## src/rtl/ocd_pkg.sv

```systemverilog
// Purpose: Shared constants for the output channel data configuration block.
// Assumes: APB register indices; byte address is four times the index.
// Notes:   Register words are 16 bits wide in the low half of the bus.
package ocd_pkg;

    // ------------------------------------------------------------------
    // Sizes
    // ------------------------------------------------------------------
    localparam int NUM_CH   = 4;
    localparam int WORD_W   = 10;
    localparam int REG_W    = 16;
    localparam int TRAIN_W  = 10;
    localparam int SAMP_W   = 3;
    localparam int TGT_W    = 8;
    localparam int MAN_W    = 9;
    localparam int CORR_W   = 11;
    localparam int WIN_SHIFT = 4;
    localparam int IRQ_W    = 2;

    // ------------------------------------------------------------------
    // Register indices
    // ------------------------------------------------------------------
    localparam logic [7:0] IDX_RSVD_A   = 8'h60;
    localparam logic [7:0] IDX_RSVD_B   = 8'h61;
    localparam logic [7:0] IDX_POWER    = 8'h70;
    localparam logic [7:0] IDX_BLACK    = 8'h80;
    localparam logic [7:0] IDX_FORMAT   = 8'h81;
    localparam logic [7:0] IDX_TRAIN    = 8'h82;
    localparam logic [7:0] IDX_CAL_ERR  = 8'h90;
    localparam logic [7:0] IDX_IRQ_STAT = 8'h91;
    localparam logic [7:0] IDX_IRQ_MASK = 8'h92;

    // ------------------------------------------------------------------
    // Field positions
    // ------------------------------------------------------------------
    localparam int POS_CLK_EN  = 0;
    localparam int POS_SYNC_EN = 1;
    localparam int POS_DATA_EN = 2;
    localparam int POS_TARGET  = 0;
    localparam int POS_SAMP    = 8;
    localparam int POS_SEED    = 15;
    localparam int POS_AUTO    = 0;
    localparam int POS_MAN     = 1;
    localparam int POS_DEC     = 10;
    localparam int POS_NARROW  = 13;
    localparam int IRQ_CAL_ERR = 0;
    localparam int IRQ_APPLIED = 1;

    // ------------------------------------------------------------------
    // Reset values
    // ------------------------------------------------------------------
    localparam logic [REG_W-1:0]   RST_POWER  = 16'h0000;
    localparam logic [REG_W-1:0]   RST_BLACK  = 16'h4008;
    localparam logic [REG_W-1:0]   RST_FORMAT = 16'hc001;
    localparam logic [TRAIN_W-1:0] RST_TRAIN  = 10'h3a6;
    localparam logic [WORD_W-1:0]  CRC_POLY   = 10'h233;

    typedef enum logic [1:0] {
        OCD_ST_IDLE = 2'b00,
        OCD_ST_ACC  = 2'b01,
        OCD_ST_EVAL = 2'b11
    } ocd_cal_e;

endpackage : ocd_pkg

```

## src/rtl/ocd_cfg_if.sv

```systemverilog
// Purpose: Frame-applied calibration settings passed to each channel.
// Assumes: Driven by the top from its shadow registers.
// Notes:   None.
`timescale 1ns/1ps
interface ocd_cfg_if;
    logic       auto_en;
    logic [2:0] samples;
    logic [7:0] target;
    logic [8:0] man_off;
    logic       man_dec;
    modport src (output auto_en, samples, target, man_off, man_dec);
    modport snk (input auto_en, samples, target, man_off, man_dec);
endinterface : ocd_cfg_if

```

## src/rtl/ocd_blackcal.sv

```systemverilog
// Purpose: Per-channel black level calibration.
// Assumes: Frame start and end are one-cycle pulses on clk_sys.
// Notes:   Correction holds its last good value after an error.
`timescale 1ns/1ps
module ocd_blackcal
    import ocd_pkg::*;
(
    input  wire logic              clk_sys,
    input  wire logic              nrst,
    ocd_cfg_if.snk                 cfg,
    input  wire logic              frame_start,
    input  wire logic              frame_end,
    input  wire logic              blk_valid,
    input  wire logic [WORD_W-1:0] blk_data,
    output logic signed [CORR_W-1:0] corr,
    output logic                   err,
    output logic                   err_evt
);
    ocd_cal_e                state;
    logic [16:0]             sum;
    logic [7:0]              cnt;
    logic [7:0]              need;
    logic [WORD_W-1:0]       avg;
    logic signed [CORR_W-1:0] auto_corr;
    logic signed [CORR_W-1:0] man_corr;

    assign need     = 8'h01 << cfg.samples;
    assign avg      = WORD_W'(sum >> cfg.samples);
    assign man_corr = cfg.man_dec ? -$signed({2'b00, cfg.man_off})
                                  :  $signed({2'b00, cfg.man_off});

    always_ff @(posedge clk_sys or negedge nrst) begin
        if (!nrst) begin
            state <= OCD_ST_IDLE;
            sum   <= 17'h00000;
            cnt   <= 8'h00;
        end else begin
            case (state)
                OCD_ST_IDLE: begin
                    if (frame_start) begin
                        sum   <= 17'h00000;
                        cnt   <= 8'h00;
                        state <= OCD_ST_ACC;
                    end
                end
                OCD_ST_ACC: begin
                    if (blk_valid && cnt < need) begin
                        sum <= sum + {7'h00, blk_data};
                        cnt <= cnt + 8'h01;
                    end
                    if (frame_end) begin
                        state <= OCD_ST_EVAL;
                    end
                end
                OCD_ST_EVAL: begin
                    state <= OCD_ST_IDLE;
                end
                default: begin
                    state <= OCD_ST_IDLE;
                end
            endcase
        end
    end

    always_ff @(posedge clk_sys or negedge nrst) begin
        if (!nrst) begin
            auto_corr <= 11'h000;
            err       <= 1'b0;
            err_evt   <= 1'b0;
        end else begin
            err_evt <= 1'b0;
            if (state == OCD_ST_EVAL) begin
                if (cnt == need) begin
                    auto_corr <= $signed({3'b000, cfg.target})
                               - $signed({1'b0, avg});
                    err       <= 1'b0;
                end else begin
                    err     <= 1'b1;
                    err_evt <= 1'b1;
                end
            end
        end
    end

    always_ff @(posedge clk_sys or negedge nrst) begin
        if (!nrst) begin
            corr <= 11'h000;
        end else begin
            corr <= cfg.auto_en ? auto_corr : man_corr;
        end
    end

    a_short_err: assert property (@(posedge clk_sys) disable iff (!nrst)
        state == OCD_ST_EVAL && cnt < need |=> err && err_evt)
        else $error("Calibration error flag not raised");
    a_auto_target: assert property (@(posedge clk_sys) disable iff (!nrst)
        state == OCD_ST_EVAL && cnt == need |=>
        auto_corr == $signed({3'b000, $past(cfg.target)})
                   - $signed({1'b0, $past(avg)}))
        else $error("Automatic correction misses the target");
    a_manual_use: assert property (@(posedge clk_sys) disable iff (!nrst)
        !cfg.auto_en |=> corr == $past(man_corr))
        else $error("Manual offset not applied");
    a_auto_use: assert property (@(posedge clk_sys) disable iff (!nrst)
        cfg.auto_en |=> corr == $past(auto_corr))
        else $error("Automatic correction not applied");
    c_cal_ok: cover property (@(posedge clk_sys) disable iff (!nrst)
        state == OCD_ST_EVAL && cnt == need);
endmodule : ocd_blackcal

```

## src/rtl/ocd_top.sv

```systemverilog
// Purpose: Output lane power, black calibration and word formatting.
// Assumes: Pixel inputs on clk_sys; link clock is an asynchronous pin.
// Notes:   APB slave with zero wait states.
`timescale 1ns/1ps
module ocd_top
    import ocd_pkg::*;
#(
    parameter logic [WORD_W-1:0] POLY = CRC_POLY
)
(
    input  wire logic                     clk_sys,
    input  wire logic                     nrst,
    input  wire logic                     psel,
    input  wire logic                     penable,
    input  wire logic                     pwrite,
    input  wire logic [11:0]              paddr,
    input  wire logic [31:0]              pwdata,
    output logic [31:0]                   prdata,
    output logic                          pready,
    output logic                          pslverr,
    output logic                          irq,
    input  wire logic                     link_clk,
    input  wire logic                     frame_start,
    input  wire logic                     frame_end,
    input  wire logic                     pix_valid,
    input  wire logic                     pix_black,
    input  wire logic                     win_id,
    input  wire logic [NUM_CH*WORD_W-1:0] pix_data,
    output logic                          pix_ready,
    output logic                          clk_lane_en,
    output logic                          sync_lane_en,
    output logic                          data_lane_en,
    output logic                          clk_lane,
    output logic                          sync_lane,
    output logic [NUM_CH*WORD_W-1:0]      lane_word,
    output logic [NUM_CH*WORD_W-1:0]      lane_crc
);

    // ------------------------------------------------------------------
    // Register file
    // ------------------------------------------------------------------
    logic [2:0]         power;
    logic [REG_W-1:0]   black;
    logic [REG_W-1:0]   format;
    logic [TRAIN_W-1:0] train;
    logic [REG_W-1:0]   black_q;
    logic [REG_W-1:0]   format_q;
    logic [IRQ_W-1:0]   irq_stat;
    logic [IRQ_W-1:0]   irq_mask;
    logic [NUM_CH-1:0]  cal_err;
    logic [NUM_CH-1:0]  err_evt;
    logic               wr;
    logic               setup;
    logic [7:0]         idx;
    logic [IRQ_W-1:0]   irq_set;

    function automatic logic hit(input logic [11:0] a, input logic [7:0] i);
        hit = (a[1:0] == 2'b00) && (a[11:10] == 2'b00) && (a[9:2] == i);
    endfunction : hit

    function automatic logic mapped(input logic [11:0] a);
        mapped = hit(a, IDX_RSVD_A) || hit(a, IDX_RSVD_B)
              || hit(a, IDX_POWER) || hit(a, IDX_BLACK)
              || hit(a, IDX_FORMAT) || hit(a, IDX_TRAIN)
              || hit(a, IDX_CAL_ERR) || hit(a, IDX_IRQ_STAT)
              || hit(a, IDX_IRQ_MASK);
    endfunction : mapped

    assign idx     = paddr[9:2];
    assign setup   = psel && !penable;
    assign pready  = psel && penable;
    assign pslverr = pready && !mapped(paddr);
    assign wr      = pready && pwrite && mapped(paddr);

    always_ff @(posedge clk_sys or negedge nrst) begin
        if (!nrst) begin
            power  <= RST_POWER[2:0];
            black  <= RST_BLACK;
            format <= RST_FORMAT;
            train  <= RST_TRAIN;
            irq_mask <= 2'h0;
        end else if (wr) begin
            if (hit(paddr, IDX_POWER)) begin
                power <= pwdata[2:0];
            end
            if (hit(paddr, IDX_BLACK)) begin
                black <= pwdata[REG_W-1:0];
            end
            if (hit(paddr, IDX_FORMAT)) begin
                format <= pwdata[REG_W-1:0];
            end
            if (hit(paddr, IDX_TRAIN)) begin
                train <= pwdata[TRAIN_W-1:0];
            end
            if (hit(paddr, IDX_IRQ_MASK)) begin
                irq_mask <= pwdata[IRQ_W-1:0];
            end
        end
    end

    always_ff @(posedge clk_sys or negedge nrst) begin
        if (!nrst) begin
            prdata <= 32'h00000000;
        end else if (setup) begin
            case (idx)
                IDX_POWER:    prdata <= {29'h0, power};
                IDX_BLACK:    prdata <= {16'h0000, black};
                IDX_FORMAT:   prdata <= {16'h0000, format};
                IDX_TRAIN:    prdata <= {22'h0, train};
                IDX_CAL_ERR:  prdata <= {28'h0, cal_err};
                IDX_IRQ_STAT: prdata <= {30'h0, irq_stat};
                IDX_IRQ_MASK: prdata <= {30'h0, irq_mask};
                default:      prdata <= 32'h00000000;
            endcase
        end
    end

    // ------------------------------------------------------------------
    // Interrupts
    // ------------------------------------------------------------------
    assign irq_set = {frame_start, |err_evt};

    always_ff @(posedge clk_sys or negedge nrst) begin
        if (!nrst) begin
            irq_stat <= 2'h0;
        end else begin
            irq_stat <= (irq_stat & ~((wr && hit(paddr, IDX_IRQ_STAT))
                        ? pwdata[IRQ_W-1:0] : 2'h0)) | irq_set;
        end
    end

    assign irq = |(irq_stat & irq_mask);

    // ------------------------------------------------------------------
    // Frame-boundary shadow of settings
    // ------------------------------------------------------------------
    always_ff @(posedge clk_sys or negedge nrst) begin
        if (!nrst) begin
            black_q  <= RST_BLACK;
            format_q <= RST_FORMAT;
        end else if (frame_start) begin
            black_q  <= black;
            format_q <= format;
        end
    end

    ocd_cfg_if cfg ();
    assign cfg.auto_en = format_q[POS_AUTO];
    assign cfg.samples = black_q[POS_SAMP +: SAMP_W];
    assign cfg.target  = black_q[POS_TARGET +: TGT_W];
    assign cfg.man_off = format_q[POS_MAN +: MAN_W];
    assign cfg.man_dec = format_q[POS_DEC];

    // ------------------------------------------------------------------
    // Link clock sampling and lane power
    // ------------------------------------------------------------------
    logic link_s1;
    logic link_s2;
    logic link_s3;
    logic link_rise;
    logic take;
    logic narrow;
    logic [WIN_SHIFT-1:0] win_sr;
    logic win_now;

    always_ff @(posedge clk_sys or negedge nrst) begin
        if (!nrst) begin
            link_s1 <= 1'b0;
            link_s2 <= 1'b0;
            link_s3 <= 1'b0;
        end else begin
            link_s1 <= link_clk;
            link_s2 <= link_s1;
            link_s3 <= link_s2;
        end
    end

    assign link_rise    = link_s2 && !link_s3;
    assign pix_ready    = link_rise;
    assign take         = pix_valid && link_rise;
    assign narrow       = format_q[POS_NARROW];
    assign clk_lane_en  = power[POS_CLK_EN];
    assign sync_lane_en = power[POS_SYNC_EN];
    assign data_lane_en = power[POS_DATA_EN];

    always_ff @(posedge clk_sys or negedge nrst) begin
        if (!nrst) begin
            win_sr  <= 4'h0;
            win_now <= 1'b0;
        end else if (link_rise) begin
            win_now <= take && win_id;
            win_sr  <= {win_sr[WIN_SHIFT-2:0], take && win_id};
        end
    end

    always_ff @(posedge clk_sys or negedge nrst) begin
        if (!nrst) begin
            clk_lane  <= 1'b0;
            sync_lane <= 1'b0;
        end else begin
            clk_lane  <= clk_lane_en && link_s2;
            sync_lane <= sync_lane_en
                       && (narrow ? win_sr[WIN_SHIFT-1] : win_now);
        end
    end

    // ------------------------------------------------------------------
    // Per-channel calibration, formatting and checksum
    // ------------------------------------------------------------------
    function automatic logic [WORD_W-1:0] crc_step(
        input logic [WORD_W-1:0] c, input logic [WORD_W-1:0] d);
        logic [WORD_W-1:0] r;
        r = c;
        for (int b = WORD_W - 1; b >= 0; b--) begin
            r = (r[WORD_W-1] ^ d[b]) ? ((r << 1) ^ POLY) : (r << 1);
        end
        crc_step = r;
    endfunction : crc_step

    genvar ch;
    generate
        for (ch = 0; ch < NUM_CH; ch++) begin : g_ch
            logic signed [CORR_W-1:0] corr;
            logic signed [11:0]       sum;
            logic [WORD_W-1:0]        clip;
            logic [WORD_W-1:0]        fmt;
            logic [WORD_W-1:0]        pix;

            assign pix = pix_data[ch*WORD_W +: WORD_W];

            ocd_blackcal u_cal (
                .clk_sys     (clk_sys),
                .nrst        (nrst),
                .cfg         (cfg),
                .frame_start (frame_start),
                .frame_end   (frame_end),
                .blk_valid   (take && pix_black),
                .blk_data    (pix),
                .corr        (corr),
                .err         (cal_err[ch]),
                .err_evt     (err_evt[ch])
            );

            assign sum  = $signed({2'b00, pix}) + 12'(corr);
            assign clip = sum[11] ? 10'h000 : (sum[10] ? 10'h3ff : sum[9:0]);
            assign fmt  = narrow ? {2'b00, clip[9:2]} : clip;

            always_ff @(posedge clk_sys or negedge nrst) begin
                if (!nrst) begin
                    lane_word[ch*WORD_W +: WORD_W] <= 10'h000;
                end else if (!data_lane_en) begin
                    lane_word[ch*WORD_W +: WORD_W] <= 10'h000;
                end else if (take) begin
                    lane_word[ch*WORD_W +: WORD_W] <= fmt;
                end else if (link_rise) begin
                    lane_word[ch*WORD_W +: WORD_W] <= train;
                end
            end

            always_ff @(posedge clk_sys or negedge nrst) begin
                if (!nrst) begin
                    lane_crc[ch*WORD_W +: WORD_W] <= 10'h000;
                end else if (frame_start) begin
                    lane_crc[ch*WORD_W +: WORD_W] <=
                        {WORD_W{black[POS_SEED]}};
                end else if (take) begin
                    lane_crc[ch*WORD_W +: WORD_W] <=
                        crc_step(lane_crc[ch*WORD_W +: WORD_W], fmt);
                end
            end
        end
    endgenerate

    // ------------------------------------------------------------------
    // Checks
    // ------------------------------------------------------------------
    a_clk_lane_off: assert property (@(posedge clk_sys) disable iff (!nrst)
        !clk_lane_en |=> !clk_lane)
        else $error("Clock lane active while powered down");
    a_sync_lane_off: assert property (@(posedge clk_sys) disable iff (!nrst)
        !sync_lane_en |=> !sync_lane)
        else $error("Sync lane active while powered down");
    a_data_lane_off: assert property (@(posedge clk_sys) disable iff (!nrst)
        !data_lane_en |=> lane_word == '0)
        else $error("Data lanes active while powered down");
    a_idle_training: assert property (@(posedge clk_sys) disable iff (!nrst)
        data_lane_en && link_rise && !pix_valid
        |=> lane_word[WORD_W-1:0] == $past(train))
        else $error("Idle lane does not carry training word");
    a_narrow_word: assert property (@(posedge clk_sys) disable iff (!nrst)
        data_lane_en && take && narrow
        |=> lane_word[WORD_W-1:WORD_W-2] == 2'b00)
        else $error("Narrow word uses upper bits");
    a_crc_seed: assert property (@(posedge clk_sys) disable iff (!nrst)
        frame_start |=> lane_crc[WORD_W-1:0]
                        == {WORD_W{$past(black[POS_SEED])}})
        else $error("Checksum seed wrong at frame start");
    a_shadow_hold: assert property (@(posedge clk_sys) disable iff (!nrst)
        !frame_start |=> $stable(format_q) && $stable(black_q))
        else $error("Settings changed inside a frame");
    a_err_flag: assert property (@(posedge clk_sys) disable iff (!nrst)
        |err_evt |=> irq_stat[IRQ_CAL_ERR])
        else $error("Calibration error not reported");
    c_pix_take: cover property (@(posedge clk_sys) disable iff (!nrst)
        take && data_lane_en);
    c_narrow: cover property (@(posedge clk_sys) disable iff (!nrst)
        take && narrow && sync_lane_en);
    c_irq: cover property (@(posedge clk_sys) disable iff (!nrst)
        irq ##1 wr);

endmodule : ocd_top

```

## config.mk

```make
export PLATFORM = sky130hd
export DESIGN_NAME = ocd_top
export DESIGN_NICKNAME = d
export VERILOG_FILES = /design/src/rtl/ocd_pkg.sv /design/src/rtl/ocd_cfg_if.sv /design/src/rtl/ocd_blackcal.sv /design/src/rtl/ocd_top.sv
export SDC_FILE = /design/constraint.sdc
export NUM_CORES = 1
export LEC_CHECK = 0
export BUFFER_PORTS_ARGS = -buffer_cell sky130_fd_sc_hd__buf_2
export CORE_MARGIN = 2
export CORE_UTILIZATION = 32
export CTS_CLUSTER_DIAMETER = 200
export CTS_CLUSTER_SIZE = 25
export DETAILED_ROUTE_END_ITERATION = 6
export HOLD_SLACK_MARGIN = 0.1
export PLACE_DENSITY = 0.61
export SLEW_MARGIN = 0
export SYNTH_ARGS = -nofsm -noshare
export SYNTH_HDL_FRONTEND = slang
export SYNTH_HIERARCHICAL = 1
export SYNTH_SLANG_ARGS = --single-unit
export TNS_END_PERCENT = 30
```

## constraint.sdc

```tcl
create_clock -name clk_sys -period 3.44 [get_ports clk_sys]
set_clock_uncertainty 0.05 [all_clocks]
set_input_delay 0 -clock clk_sys [delete_from_list [all_inputs] [get_ports clk_sys]]
set_output_delay 0 -clock clk_sys [all_outputs]
set_load 0.005 [all_outputs]
```

Yosys cells after proc, flatten, opt, wreduce, memory -nomap -nowiden. Cells that the tools add are included.

Bits in registers: 400. Latch bits: 0. Bits in writable memories: 0. ROM bits: 0. Input port bits: 95. Word-level logic and storage cells: 372. Memories kept: 0.

$add $sub $neg: 17. Multiply operators: 0. Div/mod/pow operators: 0. Order comparisons: 4. Equality and inequality tests: 34. Shifts and indexed selects: 5. Mux-type cells: 109. Bitwise gates (word level): 84. Reductions and logical operators: 67.

Operators with widths (number): two-way mux 10 bit (69); inverter 5 bit (40); one-hot mux 17 bit (2 select lines) (4); one-hot mux 16 bit (7 select lines) (1); two-way mux 17 bit (5); adder 17 x 10 -> 17 bit (4); right shift 17 x 3 -> 10 bit (4); one-hot mux 8 bit (2 select lines) (4); two-way mux 11 bit (5); adder 11 x 11 -> 12 bit (4); == test 8 bit, second input constant (6); subtractor 8 x 10 -> 11 bit (4); two-way mux 8 bit (5); bitwise XOR 1 bit (40); adder 8 x 1 -> 8 bit, second input constant (4); == test 8 bit (4); less-than comparator 8 bit (4); logical AND 1 bit (26); AND reduction 2 bit (13); == test 8 x 7 -> 1 bit, second input constant (3); != test 2 bit, second input constant (8); one-hot mux 2 bit (2 select lines) (4); logical NOT 2 bit (6); AND reduction 3 bit (4); other kinds (16) (49).

Logic depth before layout (Yosys ltp). Gate-level depths: netlist of run 1.

Word-level depth: 26. Mapped depth: 16. Depth with buffers taken out: 14.

Hierarchy. Netlist of run 1, hierarchy kept.

Modules (own cells, without submodules): ocd_top (times used 1, cells each 1226, area an instance 11643.7 sq um); ocd_blackcal at g_ch[0].u_cal ... (times used 3, cells each 409, area an instance 3711.1 sq um); ocd_blackcal at g_ch[1].u_cal (times used 1, cells each 401, area an instance 3598.5 sq um).

Least setup slack after synthesis of run 1. OpenSTA, ideal clock, no wires.

Path kind: reg2reg. Start: reg g_ch[1].u_cal.corr[0]. End: reg lane_crc[14]. Library setup time: 0.140 ns. Arrival: 3.311 ns. Setup slack: -0.061 ns. Cell stages (with the launch flop): 14. Buffers on the path: 0. Clock period less this slack: 3.501 ns. Path through: dfrtp_1 ha_1 fa_1 a211o_1 a21oi_1 a211oi_1 a21o_1 a221oi_1 xnor2_1 xnor2_2 xnor3_1 xor2_1 nand2_1 a21oi_1.

Longest elaborated chain between the ends: 26. Elaborated cells between the ends (all ways): 35. Those cells by class: add/sub (1); mux (15); bitwise (19).

RTL lines: start: declaration (RTL line ocd_blackcal.sv:15) `output logic signed [CORR_W-1:0] corr,`; start signal: assignment (RTL line ocd_blackcal.sv:89) `corr <= cfg.auto_en ? auto_corr : man_corr;`; adder 11 x 11 -> 12 bit * (RTL line ocd_top.sv:244) `assign sum = $signed({2'b00, pix}) + 12'(corr);`; two-way mux 10 bit (RTL line ocd_top.sv:245) `assign clip = sum[11] ? 10'h000 : (sum[10] ? 10'h3ff : sum[9:0]);`; two-way mux 10 bit * (RTL line ocd_top.sv:245); two-way mux 10 bit * (RTL line ocd_top.sv:246) `assign fmt = narrow ? {2'b00, clip[9:2]} : clip;`; bitwise XOR 1 bit (RTL line ocd_top.sv:215) `r = (r[WORD_W-1] ^ d[b]) ? ((r << 1) ^ POLY) : (r << 1);`; two-way mux 10 bit (RTL line ocd_top.sv:215); bitwise XOR 1 bit (RTL line ocd_top.sv:215); two-way mux 10 bit (RTL line ocd_top.sv:215); (+10 left out); bitwise XOR 1 bit (RTL line ocd_top.sv:215); two-way mux 10 bit (RTL line ocd_top.sv:215); bitwise XOR 1 bit (RTL line ocd_top.sv:215); two-way mux 10 bit (RTL line ocd_top.sv:215); bitwise XOR 1 bit (RTL line ocd_top.sv:215); two-way mux 10 bit * (RTL line ocd_top.sv:215); two-way mux 10 bit * (RTL line ocd_top.sv:266) `end else if (take) begin`; two-way mux 10 bit * (RTL line ocd_top.sv:263) `end else if (frame_start) begin`; end signal: indexed assignment (RTL line ocd_top.sv:264) `lane_crc[ch*WORD_W +: WORD_W] <=`; end signal: indexed assignment (RTL line ocd_top.sv:267) `lane_crc[ch*WORD_W +: WORD_W] <=`; end: declaration (RTL line ocd_top.sv:36) `output logic [NUM_CH*WORD_W-1:0] lane_crc`.

Every way passes the cells marked *; elsewhere a longest branch is shown, timed or not. The select of a mux whose other input is x is not followed. A chain may end at the register's enable or synchronous reset.

Worst setup path after layout of run 1. Ends and elaborated chain as after synthesis.

==> results.md, run 1 <==
* Status: complete, but fails checks
* Failing checks: negative setup slack
* Worst slack at placement at -0.1338 ns
* FP Rows at 105
* Number of global-route vias before repair at 21300
* Cell Chain, Critical Path: ha_2 > fa_2 > a211o_4 > a21oi_2 > a21o_1 > a211oi_2 > buf_4 > nor3b_1 > a2111o_1 > xor2_2 > xnor3_2 > xor2_1 > nand2_1 > a21oi_1
* Die X at 291.1 um
* Mean post-synth cell area at 9.242 sq um
* CTS root buf: clkbuf_16
* I/O Buffers at 183
* # H-tree levels at 1
* CTS tree: yes
* Initial antenna violation count at 2
* Async SR Flop Fraction at 100.0%
* Count of state elements after synthesis at 381
* Syn Inst Count at 2854
* Most frequent cell after synthesis: dfrtp_1
* Worst-path clk slew at 0.11 ns
* Measured slew at the worst slew-check pin at 1.143 ns
* Pwr/cell area at 414.5 nW/um^2
* Placed insts at 4088
* Post-synth top flop: dfrtp_1
* Core area at 81850 sq um
* Drt wl/cell at 18.31 um
* Reg-to-reg slack, setup at -0.13 ns
* DR vias/cell at 5.258
* Nets@finish at 3407
* Max-Slew Margin vs Limit at 23.79%
* Via count at 22210
* DP Area at 28970 sq um
* Worst endpoint data arrival time at 3.93 ns
* Gr usage total at 17.79%
* Hold Violations, Final at 0
* WP buf/inv at 1
* Final Wtd Congestion at 0.8867
* Drt pass-1 iters at 7
* CTS sink count at 381
* Share of cells above drive strength 1 at 18.08%
* Worst hold path type: primary input to flop
* Cell Area, Synth at 26380 sq um
* Endpoint type of the worst setup path: flop
* Max-slew violations at 0
* Post-DP HPWL at 58980 um
* Gr ovfl total at 0
* Hold slack at 0.1427 ns
* MaxCap Viol Count at 0
* Max Fclk at 279.9 MHz
* Number of synthesized flops with an enable pin at 0
* Area leader, netlist: dfrtp_1
* Peak supply drop at 0.0003686 V
* # DRC at 0
* Data required, critical path at 3.80 ns
* Period Utilization, post-route at 103.9%
* Family with the most delay on the worst path: compound AO/OA/AOI/OAI gates
* Util after Layout at 37.76%
* Post-layout min period at 3.573 ns
* Starting density of the core at 32.23%
* Cts bufs inserted at 19
* Final setup violation count at 6
* Largest net degree at the start of global routing at 108
* Global-route wire length before repair at 121800 um
* Die area at 84740 sq um
* Critical Path Source Type: flop
* Die Y at 291.1 um
* Synthesis Warnings at 6
* Final WL at 77360 um
* Synth unique cells at 100
* CP Class: flop to flop
* Top cells by area, synth: dfrtp_1 (35%), ha_1 (7.4%), o21ai_0 (5.0%)
* Overall Power at 12.81 mW
* # IOs at 216
* Leak at 13.90 nW
* 1st-iter DRT viols at 1578
* RSZ-0062 raised after global routing: true
* Maximum fanout along the worst path at 5
* Seq/Total Area, Yosys at 36.21%
* Yosys top cell area share at 34.91%
* Post-route ant nets at 0
* Sum of negative setup slack at -0.3391 ns
* CP max stage delay at 0.42 ns
* Skew-Pair Late Insertion Delay at 0.56 ns
* Post-route worst setup slack at -0.1329 ns
* Area grow syn2layout at 17.17%
* Fin area at 30900 sq um
* Clk buf depth at 3
* Top cells by count, synth: dfrtp_1 (368), nand2_1 (283), o21ai_0 (265), nor2_1 (224), a21oi_1 (163)
* Final instance count without filler cells at 4224
* Slowest-stage cell, CP: a2111o_1
[path summary, 6_finish.rpt]
check / from / to / cells past startpoint
worst max-delay path: g_ch[1].u_cal/corr[0] / lane_crc[14] / 14
worst min-delay path: pix_data[19] / g_ch[1].u_cal/sum[9] / 4
worst max register to register: g_ch[1].u_cal/corr[0] / lane_crc[14] / 14
worst min register to register: link_s1 / link_s2 / 0
max in group asynchronous: nrst / black_q[9] / 4
min in group asynchronous: nrst / g_ch[0].u_cal/sum[8] / 4
[cell type report]
type,instances,area (sq um)
diodes,2,5.005
clock buffers,27,505.5
clock inverters,2,28.78
fillers,8226,50940
inverters,98,367.9
multi-input cells,2248,16260
flip-flops and latches,381,9558
well taps,1070,1339
repair buffers,396,2839
[cell families (layout without fill, tap and decap cells)]
family,after synthesis,in the layout,share of synthesized area [%]
compound gates,788,788,19.43
xor+xnor,243,243,8.629
fa+ha+maj,170,170,8.387
buf+inv,240,523,3.857
flops,381,381,36.21
mux,208,208,8.601
other cells,1,18,0.01422
simple gates,823,823,14.87
[tightest hold or removal path, cell delays in order]
cell and delay [ns]:
buf_2 0.17, ha_1 0.26, xor2_1 0.10, a22o_1 0.19
[cells in the final DEF (no fill, tap or decap), drive strengths merged, types with 34 or more instances in the layout]
master and count:
nand2 283, or3 34, xor2 91, o21ai 274, ha 156, buf 315
dlygate4sd3 81, mux2 89, nor3 38, nand3 58, a21oi 169, mux2i 113
nand4 38, xnor2 143, nor2 226, a31oi 47, inv 98, a211oi 39
nor2b 35, dfrtp 368
[state kept, by name, summed over array words and instances (netlist names), 2 cells and up]
signal and flops:
format_q 12, g_ch.u_cal/err 4, win_sr 4, g_ch.u_cal/sum 68, g_ch.u_cal/state 8, format 16, irq_mask 2, train 10
black 16, g_ch.u_cal/cnt 32, g_ch.u_cal/auto_corr 44, lane_word 40, g_ch.u_cal/err_evt 4, prdata 16, black_q 11, power 3
lane_crc 40, irq_stat 2, g_ch.u_cal/corr 44
[power breakdown]
| part | switching [mW] | internal [mW] | total [mW] |
|---|---|---|---|
| Clock | 1.55 | 1.06 | 2.60 |
| Sequential | 0.501 | 4.98 | 5.48 |
| Combinational | 2.55 | 2.17 | 4.72 |
[repair_timing]
item / in CTS / in global routing
gates cloned: 0 / 0
hold endpoints to repair: 499 / 0
buffers inserted: 7 / 17
hold buffers: 82 / 0
pin swaps: 13 / 35
resized for setup: 10 / 70
endpoints found under the setup margin: 9 / 53
[per-layer routing]
metal	part of all wire [%]	global-route usage (%)	vias up
li1	-	-	10840
met1	47	24.79	10740
met2	46	29.06	527
met3	4.6	1.962	100
met4	2.8	5.169	2
met5	0.017	0	-
Power figures use the tool's default switching activity.
==> run 2, diff against run 1 <==
--- a/config.mk
+++ b/config.mk
@@ -5,6 +5,7 @@
 export SDC_FILE = /design/constraint.sdc
 export NUM_CORES = 1
 export LEC_CHECK = 0
+export ABC_AREA = 1
 export BUFFER_PORTS_ARGS = -buffer_cell sky130_fd_sc_hd__buf_2
 export CORE_MARGIN = 2
 export CORE_UTILIZATION = 32
@@ -12,7 +13,7 @@
 export CTS_CLUSTER_SIZE = 25
 export DETAILED_ROUTE_END_ITERATION = 6
 export HOLD_SLACK_MARGIN = 0.1
-export PLACE_DENSITY = 0.61
+export PLACE_DENSITY_LB_ADDON = 0.1
 export SLEW_MARGIN = 0
 export SYNTH_ARGS = -nofsm -noshare
 export SYNTH_HDL_FRONTEND = slang
==> results.md, run 2 <==
* Register share of total power at 32.7%
* 1st-iter DRT viols at 1585
* Gr ovfl total at 0
* Worst endpoint data arrival time at 4.41 ns
* Most frequent cell after synthesis: nand2_1
* Peak supply drop at 0.0005118 V
* CP Class: flop to flop
* Cell Area, Synth at 27250 sq um
* Layer with the highest usage: met2
* Critical Path Source Type: flop
* Largest net degree at the start of global routing at 87
* Worst Setup SP: g_ch[0].u_cal/corr[0]
* Top Registers: g_ch.u_cal/sum x68, g_ch.u_cal/auto_corr x44, g_ch.u_cal/corr x44
* Share of cells above drive strength 1 at 19.18%
* WP buf/inv at 8
* Reg2Reg Launch Point: g_ch[0].u_cal/corr[0]
* Measured slew at the worst slew-check pin at 1.333 ns
* Switching pwr at 7.320 mW
* Post-route ant nets at 0
* Final Wtd Congestion at 0.8841
* Met1 GRT Util at 29.80%
* Post-DP HPWL at 73410 um
* Cell mode on critical path: buf_4
* Largest register FFs at 68
* # DRC at 0
* Inserted Diodes at 0
* Placed insts at 5293
* Async SR Flop Fraction at 100.0%
* CTS tree: yes
* Core area at 84750 sq um
* Initial antenna violation count at 2
* DR vias/cell at 4.827
* Period Utilization, post-route at 114.2%
* Mux contribution to synthesized area at 0%
* Number of global-route vias before repair at 25500
* I/O Buffers at 183
* CP max stage delay at 0.38 ns
* Maximum fanout along the worst path at 4
* Commonest non-fill, non-tap cell in the layout: nand2_1
* MaxCap Viol Count at 0
* Sequential cell area at 9557 sq um
* Failing checks: negative setup slack
* Seq/Total Area, Yosys at 35.05%
* DP Area at 31200 sq um
* Leak at 17.21 nW
* RSZ-0062 raised after global routing: true
* Post-layout min period at 3.929 ns
* Synthesis Warnings at 6
* Via count at 26360
* CTS sink count at 381
* Hold Violations, Final at 0
* Drt wl/cell at 17.61 um
* Final WL at 96150 um
* Internal power at 10.09 mW
* Starting density of the core at 32.16%
* Slowest-stage cell, CP: dfrtp_1
* Clk buf depth at 3
* Most frequent cells in the layout: nand2_1 (973), inv_1 (394), dfrtp_1 (365)
* Fillers at 8956
* Die area at 87510 sq um
* M3 GR Usage at 1.821%
* Mean post-synth cell area at 7.166 sq um
* Largest family of logic cells by synthesized area: simple AND/OR/NAND/NOR gates
* Post-route worst setup slack at -0.4894 ns
* Pwr/cell area at 512.7 nW/um^2
* Post-synthesis simple-gate area fraction at 27.64%
* Area grow syn2layout at 24.57%
* Worst-path clk slew at 0.12 ns
* Gr usage total at 21.75%
* Die Y at 295.8 um
* Synth Area in Adders at 8.044%
* Synth unique cells at 64
* Syn Inst Count at 3803
* Max-Slew Margin vs Limit at 10.22%
* Worst slack at placement at -0.4478 ns
* Area leader, netlist: dfrtp_1
* Top reg by flops: g_ch.u_cal/sum
* Endpoint type of the worst setup path: flop
* Clock power frac at 15.6%
* Number of synthesized flops with an enable pin at 0
* Count of state elements after synthesis at 381
* Final setup violation count at 24
* Max-slew violations at 0
* Data required, critical path at 3.92 ns
* Switching Share at 42.06%
* Fin area at 33950 sq um
* Yosys top cell area share at 33.79%
* Top cells by count, synth: nand2_1 (1033), inv_1 (401), dfrtp_1 (368), nor2_1 (311), o21ai_0 (289)
* Compound-Gate Fraction of Synth Area at 15.12%
* Worst hold path type: primary input to flop
* Comb power frac at 51.7%
* Skew-Pair Late Insertion Delay at 0.56 ns
* Status: complete, but fails checks
* Drt pass-1 iters at 5
* GRT met2 Usage at 36.55%
* Post-synth top flop: dfrtp_1
* Final instance count without filler cells at 5461
* Reg-to-reg slack, setup at -0.49 ns
* Top cells by area, synth: dfrtp_1 (34%), nand2_1 (14%), ha_1 (7.2%)
* Post-synthesis xor/xnor area fraction at 5.712%
* # H-tree levels at 1
* Family with the most delay on the worst path: XOR/XNOR gates
* Hold slack at 0.1030 ns
* FP Rows at 107
* Nets@finish at 4568
* # IOs at 216
* CTS root buf: clkbuf_16
* Area of the multi-input gates at 16380 sq um
* Cts bufs inserted at 19
* Global-route wire length before repair at 147500 um
* Hold path start: paddr[7]
* Die X at 295.8 um
* Max Fclk at 254.5 MHz
-- run 2: cell count changes in the layout (fill, tap and decap cells not counted), moves of 99 or more --
cell / previous run / this run
nand2_1: 283 / 973
inv_1: 95 / 394
nand3_1: 56 / 258
buf_4: 123 / 305
mux2i_1: 113 / 0
o21ai_1: 11 / 110
-- run 2: routing by layer --
layer	vias up	share of wire, %
li1	13420	-
met1	12310	47
met2	515	46
met3	115	3.7
met4	0	3.1
met5	-	0
-- run 2: per-stage QoR --
stage                     utilization [%]  total power [mW]  setup TNS [ns]
final                               40.06             17.41          -6.534
after global routing                40.06             18.86          -13.91
after CTS                           39.14             16.84          -4.857
after detailed placement            36.82             13.67          -6.002
after global placement              36.82             13.69          -5.008
after floorplan                         -             11.05          -1.699
-- run 2: area by class of cell --
cell class,instances,share of cell area (%)
clock buffer,32,1.544
clock inverter,1,0.05897
inverter,442,4.895
multi-input combinational,2868,48.26
sequential,381,28.15
tap,1144,4.217
timing repair buffer,593,12.87
-- run 2: power by group through the flow --
stage | Sequential, mW | Clock [mW] | Combinational [mW]
after floorplan | 5.54 | 0 | 5.51
after global placement | 5.78 | 0 | 7.91
after detailed placement | 5.77 | 0 | 7.91
after CTS | 5.68 | 2.86 | 8.29
after global routing | 5.77 | 2.99 | 10.1
final | 5.69 | 2.72 | 9.00
-- run 2: tightest hold or removal path, delay by kind of cell --
family / cells / cell delay [ns]
AO/OA/AOI/OAI: 1 / 0.09
AND/OR/NAND/NOR: 3 / 0.48
buffers and inverters: 1 / 0.10
-- run 2: path summary, 6_finish.rpt --
path / cells after the start / to
min reg2reg: 0 / link_s2
min: 5 / power[2]
max: 28 / lane_crc[9]
max reg2reg: 28 / lane_crc[9]
max in group asynchronous: 4 / format[0]
min in group asynchronous: 4 / g_ch[0].u_cal/sum[0]
-- run 2: cell families (layout without fill, tap and decap cells) --
group | count (synthesis) | in the layout
adder cells (fa/ha/maj) | 168 | 168
flip-flops | 381 | 381
other | 1 | 16
AND/OR/NAND/NOR | 1787 | 1788
buffers and inverters | 570 | 1068
AO/OA/AOI/OAI | 735 | 735
XOR/XNOR | 161 | 161
-- run 2: what timing repair did --
item	in CTS	in global routing
setup endpoints to repair	24	76
pin swaps	26	71
resized for setup	72	146
setup buffers	28	20
hold endpoints to repair	464	0
hold buffers	86	0
cloned	1	0
==> run 3, diff against run 2 <==
--- a/config.mk
+++ b/config.mk
@@ -8,7 +8,7 @@
 export ABC_AREA = 1
 export BUFFER_PORTS_ARGS = -buffer_cell sky130_fd_sc_hd__buf_2
 export CORE_MARGIN = 2
-export CORE_UTILIZATION = 32
+export CORE_UTILIZATION = 56
 export CTS_CLUSTER_DIAMETER = 200
 export CTS_CLUSTER_SIZE = 25
 export DETAILED_ROUTE_END_ITERATION = 6
==> results.md, run 3 (synthesis results as in run 2) <==
* Leak at 16.96 nW
* FP Rows at 80
* Post-layout min period at 4.228 ns
* I/O Buffers at 183
* Core area at 47850 sq um
* Die X at 224.6 um
* # DRC at 1
* CTS sink count at 381
* Hold Path End: irq_stat[0]
* Post-route worst setup slack at -0.7879 ns
* # IOs at 216
* DR vias/cell at 5.602
* Most frequent cells in the layout: nand2_1 (972), inv_1 (391), dfrtp_1 (365)
* Worst endpoint data arrival time at 4.69 ns
* Share of cells above drive strength 1 at 18.48%
* Maximum fanout along the worst path at 7
* Inserted Diodes at 0
* Data required, critical path at 3.91 ns
* Cell mode on critical path: nand2_1
* Final WL at 84930 um
* Endpoint type of the worst setup path: flop
* Peak supply drop at 0.0005773 V
* CTS tree: yes
* Initial antenna violation count at 2
* RSZ-0062 raised after global routing: true
* Pwr/cell area at 528.5 nW/um^2
* Die area at 50440 sq um
* CP Class: flop to flop
* Post-route ant nets at 0
* Util after Layout at 68.96%
* Max Fclk at 236.5 MHz
* Final Wtd Congestion at 0.9236
* Critical Path Source Type: flop
* Gr usage total at 32.85%
* Reg-to-reg slack, setup at -0.79 ns
* Reg2Reg Launch Point: g_ch[0].u_cal/corr[0]
* Gr ovfl total at 0
* Worst hold path type: primary input to flop
* # H-tree levels at 1
* Drt wl/cell at 17.41 um
* Skew-Pair Late Insertion Delay at 0.57 ns
* Hold path start: paddr[11]
* Measured slew at the worst slew-check pin at 1.283 ns
* Status: complete, but fails checks
* Largest register FFs at 68
* Max-Slew Margin vs Limit at 13.54%
* Worst Hold Depth at 7
* Hold Violations, Final at 0
* Period Utilization, post-route at 122.9%
* Max-slew violations at 0
* Drt pass-1 iters at 7
* MaxCap Viol Count at 0
* CP max stage delay at 0.35 ns
* R2r worst-path depth at 30
* Worst slack at placement at -0.5032 ns
* Cts bufs inserted at 19
* Post-DP HPWL at 61210 um
* Global-route wire length before repair at 132100 um
* Final setup violation count at 25
* Top reg by flops: g_ch.u_cal/sum
* Area grow syn2layout at 21.08%
* Worst-path clk slew at 0.12 ns
* Clk buf depth at 3
* Number of global-route vias before repair at 25460
* Top Registers: g_ch.u_cal/sum x68, g_ch.u_cal/auto_corr x44, g_ch.u_cal/corr x44
* Largest net degree at the start of global routing at 79
* Nets@finish at 4513
* 1st-iter DRT viols at 2494
* Starting density of the core at 56.96%
* Sum of negative setup slack at -8.501 ns
* Die Y at 224.6 um
* Failing checks: design-rule violations, negative setup slack
* Slowest-stage cell, CP: dfrtp_1
* Reg2reg end: lane_crc[5]
* Commonest non-fill, non-tap cell in the layout: nand2_1
* Via count at 27330
* CTS root buf: clkbuf_16
## run 3: changes by cell type in the layout (fill, tap and decap cells not counted), sizes merged
cell	delta
dlymetal6s4s	+2
buf	-56
nand2	-1
inv	+1
## run 3: worst max-delay path by stage
stage	endpoint	slack (ns)	cells past startpoint	startpoint
finish	lane_crc[5]	-0.79	30	g_ch[0].u_cal/corr[0]
global route	lane_crc[5]	-1.09	30	g_ch[0].u_cal/corr[0]
CTS	lane_crc[4]	-0.38	27	g_ch[0].u_cal/corr[0]
detailed placement	lane_crc[29]	-0.50	41	g_ch[2].u_cal/corr[5]
global placement	lane_crc[5]	-0.33	29	g_ch[0].u_cal/corr[0]
floorplan	lane_crc[4]	-0.28	30	g_ch[0].u_cal/corr[0]
## run 3: area by class of cell
type	count	area, sq um
clock buffer	32	524.3
clock inverter	2	28.78
fill	4159	14850
inverter	442	1659
multi-input combinational	2867	16500
sequential	381	9557
tap	615	769.5
timing repair buffer	539	3960
## run 3: timing repair
action	CTS	global route
pin swaps	25	85
endpoints found under the setup margin	24	83
resized for setup	52	189
hold endpoints to repair	512	0
hold buffers	88	0
setup buffers	30	23
## run 3: worst max-delay path, delay by kind of cell, from the launching register on
family / cells / cell delay (ns)
AOI/OAI and AO/OA: 2 / 0.24
DFF: 1 / 0.35
xor gates and xnor gates: 5 / 1.20
and+or+nand+nor: 18 / 1.55
adders and majority gates: 2 / 0.53
buffers and inverters: 3 / 0.27
## run 3: layer usage
| metal | vias to the layer above | wire length, um | GRT usage [%] |
|---|---|---|---|
| met5 | - | 0 | 0 |
| met3 | 239 | 5427 | 3.997 |
| met2 | 955 | 38820 | 52.69 |
| li1 | 13320 | - | - |
| met4 | 0 | 4374 | 14.80 |
| met1 | 12820 | 36310 | 44.78 |
## run 3: power breakdown
| group | leakage, nW | total [mW] | internal (mW) | switching [mW] |
|---|---|---|---|---|
| Clock | 0.264 | 2.67 | 1.08 | 1.59 |
| Sequential | 5.11 | 5.69 | 5.09 | 0.600 |
| Combinational | 11.6 | 9.08 | 3.86 | 5.22 |
## run 3: per-stage QoR
step | instances | area (sq um) | hold slack [ns] | power [mW]
after floorplan | 3818 | 27310 | -0.3456 | 11.05
final | 4878 | 33000 | 0.1412 | 17.44
after global routing | 4878 | 33000 | 0.1984 | 18.67
after CTS | 4860 | 32020 | 0.1679 | 16.42
after global placement | 4708 | 30130 | 0.02952 | 13.24
after detailed placement | 4708 | 30130 | 0.03092 | 13.36
